[config.mk]
export PLATFORM = sky130hd
export DESIGN_NAME = dbsa_arbiter
export DESIGN_NICKNAME = d
export VERILOG_FILES = /design/src/dbsa_pkg.sv /design/src/dbsa_arbiter.sv
export SDC_FILE = /design/constraint.sdc
export NUM_CORES = 1
export LEC_CHECK = 0
export ABC_AREA = 1
export BUFFER_PORTS_ARGS = -buffer_cell sky130_fd_sc_hd__buf_2
export CORE_AREA = 8 8 180 182
export DETAILED_ROUTE_END_ITERATION = 10
export DIE_AREA = 0 0 188 190
export PLACE_DENSITY_LB_ADDON = 0.08
export SKIP_LAST_GASP = 1
export SLEW_MARGIN = 15
export SYNTH_ARGS = -nofsm -noshare
export SYNTH_HDL_FRONTEND = slang
export SYNTH_SLANG_ARGS = --single-unit
[constraint.sdc]
create_clock -name clk -period 21.5 [get_ports clk]
set_input_delay 6.45 -clock clk [delete_from_list [all_inputs] [get_ports clk]]
set_output_delay 6.45 -clock clk [all_outputs]
set_load 0.05 [all_outputs]
[src/dbsa_pkg.sv]
// Constants, target codes and carrier structs for the dual-bank memory arbiter.
package dbsa_pkg;

    ////////////////////////////////////////////////////////////////////////////////
    // Widths of the closely coupled port signals.
    localparam int AW     = 32;
    localparam int DW     = 32;
    localparam int BEW    = 4;
    localparam int MEM_AW = 17;     // Wide enough for the largest bank offset.

    // Address map in the 32-bit internal space.
    localparam logic [31:0] ROM_BASE  = 32'h0000_0000;
    localparam logic [31:0] ROM_SIZE  = 32'h0000_8000;   // 32 KB boot ROM.
    localparam logic [31:0] SRAM_BASE = 32'h0010_0000;
    localparam logic [31:0] B0_SIZE   = 32'h0001_8000;   // 96 KB fetch-favoured bank.
    localparam logic [31:0] B1_SIZE   = 32'h0000_8000;   // 32 KB data-favoured bank.

    // Target indices and the port that each target favours on a conflict.
    localparam int         NT       = 3;
    localparam int         T_ROM    = 0;
    localparam int         T_B0     = 1;
    localparam int         T_B1     = 2;
    localparam logic [2:0] FAV_DATA = 3'b100;   // Bit set: data port is favoured.

    // Pipeline depth from grant to response.
    localparam int RSP_LAT = 2;

    ////////////////////////////////////////////////////////////////////////////////
    typedef enum logic [3:0] {
        DBSA_TGT_NONE = 4'b0001,
        DBSA_TGT_ROM  = 4'b0010,
        DBSA_TGT_B0   = 4'b0100,
        DBSA_TGT_B1   = 4'b1000
    } dbsa_tgt_t;

    typedef struct packed {
        logic           req;
        logic           we;
        logic [BEW-1:0] be;
        logic [AW-1:0]  addr;
        logic [DW-1:0]  wdata;
    } dbsa_req_t;

    typedef struct packed {
        logic          rvalid;
        logic          err;
        logic [DW-1:0] rdata;
    } dbsa_rsp_t;

    typedef struct packed {
        logic              en;
        logic              we;
        logic [BEW-1:0]    be;
        logic [MEM_AW-1:0] addr;
        logic [DW-1:0]     wdata;
    } dbsa_mem_t;

endpackage : dbsa_pkg

[src/dbsa_arbiter.sv]
// Decode and arbitration of the fetch and data ports onto two SRAM banks and the boot ROM.
`timescale 1ns/1ps
`default_nettype none

module dbsa_arbiter (
    input  wire logic               clk,
    input  wire logic               nrst,
    input  wire dbsa_pkg::dbsa_req_t fetch_req,
    input  wire dbsa_pkg::dbsa_req_t data_req,
    output logic                    fetch_gnt,
    output logic                    data_gnt,
    output dbsa_pkg::dbsa_rsp_t     fetch_rsp,
    output dbsa_pkg::dbsa_rsp_t     data_rsp,
    output dbsa_pkg::dbsa_mem_t     rom_cmd,
    output dbsa_pkg::dbsa_mem_t     bank0_cmd,
    output dbsa_pkg::dbsa_mem_t     bank1_cmd,
    input  wire logic [31:0]        rom_rdata,
    input  wire logic [31:0]        bank0_rdata,
    input  wire logic [31:0]        bank1_rdata
);

    ////////////////////////////////////////////////////////////////////////////////
    // Address decode, shared by both ports.
    function automatic dbsa_pkg::dbsa_tgt_t decode(input logic [31:0] a);
        logic [31:0] off;
        off = a - dbsa_pkg::SRAM_BASE;
        if (a - dbsa_pkg::ROM_BASE < dbsa_pkg::ROM_SIZE)
            return dbsa_pkg::DBSA_TGT_ROM;
        else if (off < dbsa_pkg::B0_SIZE)
            return dbsa_pkg::DBSA_TGT_B0;
        else if (off - dbsa_pkg::B0_SIZE < dbsa_pkg::B1_SIZE)
            return dbsa_pkg::DBSA_TGT_B1;
        else
            return dbsa_pkg::DBSA_TGT_NONE;
    endfunction : decode

    // Byte offset of an address inside the region that it decodes to.
    function automatic logic [16:0] region_off(input logic [31:0] a);
        logic [31:0] off;
        off = a - dbsa_pkg::SRAM_BASE;
        unique case (decode(a))
            dbsa_pkg::DBSA_TGT_ROM: return 17'(a - dbsa_pkg::ROM_BASE);
            dbsa_pkg::DBSA_TGT_B0:  return 17'(off);
            dbsa_pkg::DBSA_TGT_B1:  return 17'(off - dbsa_pkg::B0_SIZE);
            dbsa_pkg::DBSA_TGT_NONE: return 17'h0_0000;
        endcase
    endfunction : region_off

    ////////////////////////////////////////////////////////////////////////////////
    dbsa_pkg::dbsa_tgt_t tgt_f;
    dbsa_pkg::dbsa_tgt_t tgt_d;
    logic [2:0]          hit_f;
    logic [2:0]          hit_d;
    logic [2:0]          conflict;
    logic [2:0]          dwin;
    logic [2:0]          gnt_f_t;
    logic [2:0]          gnt_d_t;
    logic                miss_f;
    logic                miss_d;
    logic [2:0]          owed_vld_q;
    logic [2:0]          owed_data_q;   // Set: the data port is owed the target.

    // Which target each port wants this cycle; bit order follows the target indices.
    always_comb begin
        tgt_f  = decode(fetch_req.addr);
        tgt_d  = decode(data_req.addr);
        hit_f  = {3{fetch_req.req}} & tgt_f[3:1];
        hit_d  = {3{data_req.req}} & tgt_d[3:1];
        miss_f = fetch_req.req & (tgt_f == dbsa_pkg::DBSA_TGT_NONE);
        miss_d = data_req.req & (tgt_d == dbsa_pkg::DBSA_TGT_NONE);
    end

    // A conflict goes to the owed port if any, else to the favoured one.
    always_comb begin
        for (int t = 0; t < dbsa_pkg::NT; t++) begin
            conflict[t] = hit_f[t] & hit_d[t];
            dwin[t]     = owed_vld_q[t] ? owed_data_q[t] : dbsa_pkg::FAV_DATA[t];
            gnt_f_t[t]  = hit_f[t] & ~(conflict[t] & dwin[t]);
            gnt_d_t[t]  = hit_d[t] & ~(conflict[t] & ~dwin[t]);
        end
    end

    // Unmapped addresses are granted at once and answered with an error.
    assign fetch_gnt = (|gnt_f_t) | miss_f;
    assign data_gnt  = (|gnt_d_t) | miss_d;

    // The loser of a conflict is remembered for one turn; with no conflict the
    // debt is settled, since the loser either got the bank or withdrew.
    always_ff @(posedge clk) begin
        if (!nrst) begin
            owed_vld_q  <= 3'h0;
            owed_data_q <= 3'h0;
        end else begin
            owed_vld_q  <= conflict;
            owed_data_q <= ~dwin;
        end
    end

    ////////////////////////////////////////////////////////////////////////////////
    // Bank commands are combinational so a granted access reaches its bank with no wait.
    function automatic dbsa_pkg::dbsa_mem_t mk_cmd(input logic gf, input logic gd,
                                                   input dbsa_pkg::dbsa_req_t f,
                                                   input dbsa_pkg::dbsa_req_t d);
        dbsa_pkg::dbsa_req_t r;
        r = gf ? f : d;
        return '{en: gf | gd, we: r.we, be: r.be, addr: region_off(r.addr), wdata: r.wdata};
    endfunction : mk_cmd

    assign rom_cmd   = mk_cmd(gnt_f_t[0], gnt_d_t[0], fetch_req, data_req);
    assign bank0_cmd = mk_cmd(gnt_f_t[1], gnt_d_t[1], fetch_req, data_req);
    assign bank1_cmd = mk_cmd(gnt_f_t[2], gnt_d_t[2], fetch_req, data_req);

    ////////////////////////////////////////////////////////////////////////////////
    // Response pipeline: the memories answer one cycle after the command, and the
    // read data is registered once more so the port sees clean flop outputs.
    logic [1:0] s1_vld_q;
    logic [1:0] s1_err_q;
    logic [2:0] s1_sel_q [2];

    always_ff @(posedge clk) begin
        if (!nrst) begin
            s1_vld_q    <= 2'h0;
            s1_err_q    <= 2'h0;
            s1_sel_q[0] <= 3'h0;
            s1_sel_q[1] <= 3'h0;
        end else begin
            s1_vld_q    <= {data_gnt, fetch_gnt};
            s1_err_q    <= {miss_d, miss_f};
            s1_sel_q[0] <= gnt_f_t;
            s1_sel_q[1] <= gnt_d_t;
        end
    end

    function automatic logic [31:0] pick(input logic [2:0] s, input logic [31:0] r0,
                                         input logic [31:0] r1, input logic [31:0] r2);
        return ({32{s[0]}} & r0) | ({32{s[1]}} & r1) | ({32{s[2]}} & r2);
    endfunction : pick

    always_ff @(posedge clk) begin
        if (!nrst) begin
            fetch_rsp <= '0;
            data_rsp  <= '0;
        end else begin
            fetch_rsp <= '{rvalid: s1_vld_q[0], err: s1_err_q[0],
                           rdata: pick(s1_sel_q[0], rom_rdata, bank0_rdata, bank1_rdata)};
            data_rsp  <= '{rvalid: s1_vld_q[1], err: s1_err_q[1],
                           rdata: pick(s1_sel_q[1], rom_rdata, bank0_rdata, bank1_rdata)};
        end
    end

    ////////////////////////////////////////////////////////////////////////////////
    // Checks on grant, decode and response timing.
    property p_split_no_wait;
        @(posedge clk) disable iff (!nrst)
        ((hit_f[dbsa_pkg::T_B0] && hit_d[dbsa_pkg::T_B1]) ||
         (hit_f[dbsa_pkg::T_B1] && hit_d[dbsa_pkg::T_B0])) |-> (fetch_gnt && data_gnt);
    endproperty
    a_split_no_wait: assert property (p_split_no_wait) else $error("split access stalled");

    property p_b0_fetch_first;
        @(posedge clk) disable iff (!nrst)
        (conflict[dbsa_pkg::T_B0] && !owed_vld_q[dbsa_pkg::T_B0]) |-> (fetch_gnt && !data_gnt);
    endproperty
    a_b0_fetch_first: assert property (p_b0_fetch_first) else $error("bank0 priority wrong");

    property p_b1_data_first;
        @(posedge clk) disable iff (!nrst)
        (conflict[dbsa_pkg::T_B1] && !owed_vld_q[dbsa_pkg::T_B1]) |-> (data_gnt && !fetch_gnt);
    endproperty
    a_b1_data_first: assert property (p_b1_data_first) else $error("bank1 priority wrong");

    property p_data_not_starved;
        @(posedge clk) disable iff (!nrst)
        (hit_d[dbsa_pkg::T_B0] && !data_gnt) ##1 hit_d[dbsa_pkg::T_B0] |-> data_gnt;
    endproperty
    a_data_not_starved: assert property (p_data_not_starved) else $error("data starved");

    property p_fetch_not_starved;
        @(posedge clk) disable iff (!nrst)
        (hit_f[dbsa_pkg::T_B1] && !fetch_gnt) ##1 hit_f[dbsa_pkg::T_B1] |-> fetch_gnt;
    endproperty
    a_fetch_not_starved: assert property (p_fetch_not_starved) else $error("fetch starved");

    property p_sram_base;
        @(posedge clk) disable iff (!nrst)
        (data_req.req && data_req.addr == dbsa_pkg::SRAM_BASE && !fetch_req.req)
            |-> (bank0_cmd.en && bank0_cmd.addr == 17'h0_0000 && !bank1_cmd.en);
    endproperty
    a_sram_base: assert property (p_sram_base) else $error("sram base decode wrong");

    property p_bank1_start;
        @(posedge clk) disable iff (!nrst)
        (fetch_req.req && fetch_req.addr == 32'h0011_8000 && !data_req.req)
            |-> (bank1_cmd.en && bank1_cmd.addr == 17'h0_0000 && !bank0_cmd.en);
    endproperty
    a_bank1_start: assert property (p_bank1_start) else $error("bank1 placement wrong");

    property p_rom_decode;
        @(posedge clk) disable iff (!nrst)
        (fetch_req.req && fetch_req.addr == 32'h0000_7ffc && !data_req.req)
            |-> (rom_cmd.en && rom_cmd.addr == 17'h0_7ffc);
    endproperty
    a_rom_decode: assert property (p_rom_decode) else $error("rom decode wrong");

    property p_rsp_latency;
        @(posedge clk) disable iff (!nrst)
        data_gnt |-> ##2 data_rsp.rvalid;
    endproperty
    a_rsp_latency: assert property (p_rsp_latency) else $error("response latency wrong");

    c_b0_conflict:  cover property (@(posedge clk) disable iff (!nrst)
                                    conflict[dbsa_pkg::T_B0] ##1 data_gnt);
    c_b1_conflict:  cover property (@(posedge clk) disable iff (!nrst)
                                    conflict[dbsa_pkg::T_B1] ##1 fetch_gnt);
    c_split:        cover property (@(posedge clk) disable iff (!nrst)
                                    gnt_f_t[dbsa_pkg::T_B1] && gnt_d_t[dbsa_pkg::T_B0]);
    c_unmapped:     cover property (@(posedge clk) disable iff (!nrst)
                                    miss_d ##2 data_rsp.err);

endmodule : dbsa_arbiter

`default_nettype wire

## Yosys cells after proc, flatten, opt, wreduce, memory -nomap -nowiden

Memory sizes are Yosys's and may differ from the RTL's.
Cells that the tools add are included.

- Register bits after elaboration: 78
- RAM bits: 6
- Input bits: 238
- Output and inout port bits: 235
- Logic and storage cells: 126
- Memories kept: 1

- Add/sub/neg operators: 10
- Magnitude comparators: 15
- Equality and inequality tests: 14
- Multiplexer cells: 28
- Bitwise operators: 46
- Reductions and logical operators: 2

Memory list:

| memory | words | bits a word | read ports | clocked after Yosys merged registers in | wr ports | RTL line | RTL |
|---|---|---|---|---|---|---|---|
| s1_sel_q | 2 | 3 | 2 | 0 | 2 | dbsa_arbiter.sv:118 | `logic [2:0] s1_sel_q [2];` |

Operator list:

| kind | count |
|---|---|
| $lt 32x16->1 const B | 10 |
| $mux 69 | 3 |
| $pmux 17 s4 | 3 |
| $and 32x32->32 | 6 |
| $lt 32x17->1 const B | 5 |
| $sub 32x17->32 const B | 5 |
| $sub 32x21->32 const B | 5 |
| $or 32x32->32 | 4 |
| $mux 4 | 15 |
| $eq 4x1->1 const B | 5 |
| $and 1x1->1 | 17 |
| $eq 4x2->1 const B | 3 |
| $eq 4x3->1 const B | 3 |
| $eq 4x4->1 const B | 3 |
| $not 1->1 | 9 |
| $or 1x1->1 | 7 |
| $and 3x3->3 | 2 |
| $mux 3 | 2 |
| $reduce_or 3->1 | 2 |
| $mux 1 | 5 |
| $not 3->3 | 1 |

## Depth between registers and ports, before layout

- Depth after elaboration: 20
- Mapped depth: 33
- Depth with buffers taken out: 31

## Least setup slack after synthesis

OpenSTA, ideal clock, no wires.

- Path type: input to output
- Start: input port fetch_req[52] (netlist name)
- End: output port bank1_cmd[38] (netlist name)
- Arrival time: 10.322 ns
- Data required time: 15.050 ns
- Path slack: 4.728 ns
- Cell stages on the path: 29
- Buffers on the path: 1
- Cell sequence: inv_2 ha_1 inv_1 nand2_1 nand3_2 nor2_4 nand3_2 nor2_2 nor2_1 nor3_2 nand3_2 nor2_8 nand2_8 nand2_1 nand2_2 inv_1 ha_1 clkbuf_1 nand3b_1 nand2_1 inv_1 nor2_1 nand2_1 nand2_1 nor2_1 nand3_1 nor2_1 nand2_2 a21oi_1

RTL lines:

| item | RTL line | RTL |
|---|---|---|
| start, declared | dbsa_arbiter.sv:8 | `input wire dbsa_pkg::dbsa_req_t fetch_req,` |
| end, declared | dbsa_arbiter.sv:16 | `output dbsa_pkg::dbsa_mem_t bank1_cmd,` |

==> impl_metrics.xml <==
<?xml version="1.0" encoding="UTF-8"?>
<metrics>
  <group name="min_path">
    <metric name="worstHoldPathType" unit="">reg2reg</metric>
  </group>
  <group name="placed_design">
    <metric name="detailedPlace.worstSlack" unit="ns">3.55</metric>
    <metric name="placed_cells_incl_taps" unit="">2690</metric>
    <metric name="dpl.hpwl" unit="um">40000</metric>
    <metric name="gp_routability_congestion" unit="">0.933</metric>
    <metric name="place.port_buffers" unit="">472</metric>
  </group>
  <group name="synth">
    <metric name="synth_top_family_by_area" unit="">simple AND/OR/NAND/NOR gates</metric>
    <metric name="synth.avg_cell_area" unit="um^2">5.26</metric>
    <metric name="adder_and_majority_cell_fraction_of_the_synthesized_area" unit="">0.0289</metric>
    <metric name="synth.net_count" unit="">2158</metric>
    <metric name="synth.ff_latch_count" unit="">84</metric>
    <metric name="mappedNetlistArea" unit="um^2">9970</metric>
    <metric name="synth-compound-area-share" unit="">0.139</metric>
    <metric name="post_synth_xor_area_fraction" unit="">0.0132</metric>
    <metric name="yosysWarnings" unit="">0</metric>
    <metric name="muxShareOfSynthArea" unit="">0</metric>
    <metric name="synth_sequential_area_ratio" unit="">0.169</metric>
    <metric name="yosys.cell_types.count" unit="">44</metric>
    <metric name="gate_count_post_synth" unit="">1897</metric>
    <metric name="post_synth_and_or_nand_nor_area_fraction" unit="">0.512</metric>
  </group>
  <group name="cells_and_area">
    <metric name="layoutNonFillerInstCount" unit="">2712</metric>
    <metric name="finish.net_count" unit="">2572</metric>
    <metric name="layout_commonest_cell" unit="">sky130_fd_sc_hd__nand2_1</metric>
    <metric name="post_route_cells_drive_above_1_share" unit="">0.263</metric>
    <metric name="layout.cells.most_common_list" unit="">sky130_fd_sc_hd__nand2_1 (726), sky130_fd_sc_hd__buf_2 (472), sky130_fd_sc_hd__inv_1 (250), sky130_fd_sc_hd__o21ai_0 (170), sky130_fd_sc_hd__nor2_1 (167)</metric>
    <metric name="layout-area-overhead-vs-synth" unit="%">28.7</metric>
  </group>
  <group name="clock_tree">
    <metric name="clock_sinks" unit="">84</metric>
    <metric name="cts_tree" unit="">built</metric>
    <metric name="cts.htree.levels" unit="">3</metric>
    <metric name="clockBufferDepth" unit="">2</metric>
    <metric name="cts_root_buf" unit="">sky130_fd_sc_hd__clkbuf_16</metric>
    <metric name="postCtsHoldBufs" unit="">0</metric>
    <metric name="post_cts.resized_instances" unit="">0</metric>
    <metric name="post_cts_buffers" unit="">0</metric>
    <metric name="clkSlewWorstSetupHoldPaths" unit="ns">0.06</metric>
    <metric name="insertion_delay" unit="ns">0.34</metric>
    <metric name="cts_made_buffers" unit="">9</metric>
  </group>
  <group name="route">
    <metric name="remaining_drc_errors" unit="">0</metric>
    <metric name="per_cell_via_count_in_the_routed_design" unit="">4.94</metric>
    <metric name="ant_nets" unit="">0</metric>
    <metric name="drt_first_iter_violations" unit="">889</metric>
    <metric name="drt_wl_total" unit="um">48700</metric>
    <metric name="route.vias.total" unit="">13400</metric>
    <metric name="detailedRoute.firstPassIterationCount" unit="">5</metric>
    <metric name="wire_per_inst" unit="um">17.9</metric>
  </group>
  <group name="timing">
    <metric name="clock.fmax" unit="MHz">55.7</metric>
    <metric name="grt_setup_unrepaired" unit="">no</metric>
    <metric name="max_slew.worst_pin.slew" unit="ns">1.02</metric>
    <metric name="final_critical_path_setup_slack" unit="ns">3.55</metric>
    <metric name="clock_skew" unit="ns">0.0150</metric>
    <metric name="fin_tns_setup" unit="ns">0</metric>
    <metric name="finalCritPeriodShare" unit="">0.835</metric>
    <metric name="final_report_setup_violation_count" unit="">0</metric>
    <metric name="maxSlewHeadroom" unit="">0.318</metric>
    <metric name="timing_max_transition_violations_final" unit="">0</metric>
    <metric name="hold_violations" unit="">0</metric>
    <metric name="finalCriticalPeriod" unit="ns">17.95</metric>
  </group>
  <group name="worst_setup_path">
    <metric name="arrival_time_worst_endpoint" unit="ns">11.50</metric>
    <metric name="crit_path_start_kind" unit="">input port</metric>
    <metric name="critPathMaxStageDelay" unit="ns">0.63</metric>
    <metric name="r2r_slack" unit="ns">19.66</metric>
    <metric name="setup.worst_path.class" unit="">in2out</metric>
    <metric name="critical_path.slowest_cell" unit="">sky130_fd_sc_hd__o21ai_1</metric>
    <metric name="path_max_fanout" unit="">49</metric>
    <metric name="type_of_destination_of_the_critical_path" unit="">output pin</metric>
    <metric name="worstPathRequired" unit="ns">15.05</metric>
  </group>
  <group name="grt">
    <metric name="maximum_number_of_pins_on_one_net_before_global_route_repair" unit="">101</metric>
    <metric name="grt_pass1_vias" unit="">12551</metric>
    <metric name="grt_antenna_before_repair" unit="">7</metric>
    <metric name="grt_remaining_overflow" unit="">0</metric>
    <metric name="grt_first_pass_wirelength" unit="um">72300</metric>
    <metric name="grt_usage" unit="">0.255</metric>
  </group>
  <group name="floorplanning">
    <metric name="fp.dieW" unit="um">188</metric>
    <metric name="floorplan.initialDensity" unit="">0.339</metric>
    <metric name="die-area" unit="um^2">35700</metric>
    <metric name="fp.coreArea" unit="um^2">29400</metric>
    <metric name="height_of_the_chip" unit="um">190</metric>
    <metric name="placement_rows" unit="">63</metric>
    <metric name="design.portCount" unit="">473</metric>
  </group>
  <group name="run_status">
    <metric name="run_status" unit="">completed</metric>
  </group>
  <group name="pwr">
    <metric name="static-leakage-power" unit="nW">7.84</metric>
    <metric name="fin_total_pwr" unit="mW">0.483</metric>
    <metric name="power-per-cell-area" unit="nW/um^2">37.7</metric>
    <metric name="vdd.ir_drop.worst" unit="mV">0.0341</metric>
  </group>
  <group name="flow_run">
    <metric name="max-cap-violations" unit="">0</metric>
  </group>
</metrics>
## layout make-up
class,count,area [um^2]
clock inverter,7,73.8
clock buffer,9,225
tap,390,488
sequential,84,1680
antenna,6,15.0
fill,3275,16600
multi-input combinational,1469,6920
inverter,266,998
timing repair buffer,481,2430
## routing by layer
layer,GRT usage,share of wire,vias to the layer above
met4,0.0985,0.033,2
met3,0.0474,0.072,75
li1,-,-,6764
met1,0.297,0.40,6009
met5,0,0.00016,-
met2,0.456,0.49,550
## power by group
part / switching (mW) / leakage [nW] / total (mW) / internal [mW]
Clock: 0.0655 / 0.146 / 0.156 / 0.0906
Sequential: 0.000194 / 0.679 / 0.157 / 0.156
Combinational: 0.123 / 7.01 / 0.171 / 0.0474
## worst paths after layout
check / startpoint / endpoint / depth (start not counted)
hold / removal: s1_err_q[0]$_SDFF_PN0_ / fetch_rsp[32]$_SDFF_PN0_ / 2
hold reg to reg: s1_err_q[0]$_SDFF_PN0_ / fetch_rsp[32]$_SDFF_PN0_ / 2
setup / recovery: fetch_req[52] / bank0_cmd[41] / 26
setup reg to reg: owed_vld_q[1]$_SDFF_PN0_ / s1_vld_q[0]$_SDFF_PN0_ / 7
## flip-flops by register name, summed over array words and instances, names as in the netlist
register     cells
data_rsp        34
fetch_rsp       34
s1_sel_q         6
owed_data_q      3
owed_vld_q       3
s1_err_q         2
s1_vld_q         2
## cells by family after synthesis
kind of cell	after synthesis
and+or+nand+nor	1179
buffers and inverters	344
AOI/OAI and AO/OA	252
DFF	84
adders and majority gates	23
xor gates and xnor gates	15
## per-stage QoR
stage	util	area (um^2)	hold WS, ns
4_1_cts	0.436	12800	0.411
5_1_grt	0.436	12800	0.446
3_5_place_dp	0.426	12500	0.397
2_1_floorplan	-	9970	0.390
3_3_place_gp	0.426	12500	0.398
6_report	0.436	12800	0.411
## Yosys cell counts (all sizes together)
cell type,n,area share
a21oi,60,0.038
a311oi,1,0.00088
a31oi,2,0.0013
and2,2,0.0013
and3,4,0.0025
buf,20,0.016
clkbuf,58,0.022
dfxtp,84,0.17
ha,23,0.029
inv,266,0.10
nand2,753,0.29
nand3,161,0.084
nand3b,10,0.0075
nand4,38,0.026
nor2,197,0.088
nor3,10,0.0070
nor4,1,0.00063
o21a,2,0.0015
o21ai,182,0.092
o21bai,1,0.00075
o22ai,1,0.00063
o41ai,3,0.0041
or2,3,0.0019
xnor2,4,0.0035
xor2,11,0.0097
## critical path, delay by kind of cell
kind	cells	cell delay [ns]
simple gates	16	2.51
compound gates	2	0.89
buf+inv	5	0.85
fa+ha+maj	2	0.56
xor+xnor	1	0.19
Power figures use the tool's default switching activity.
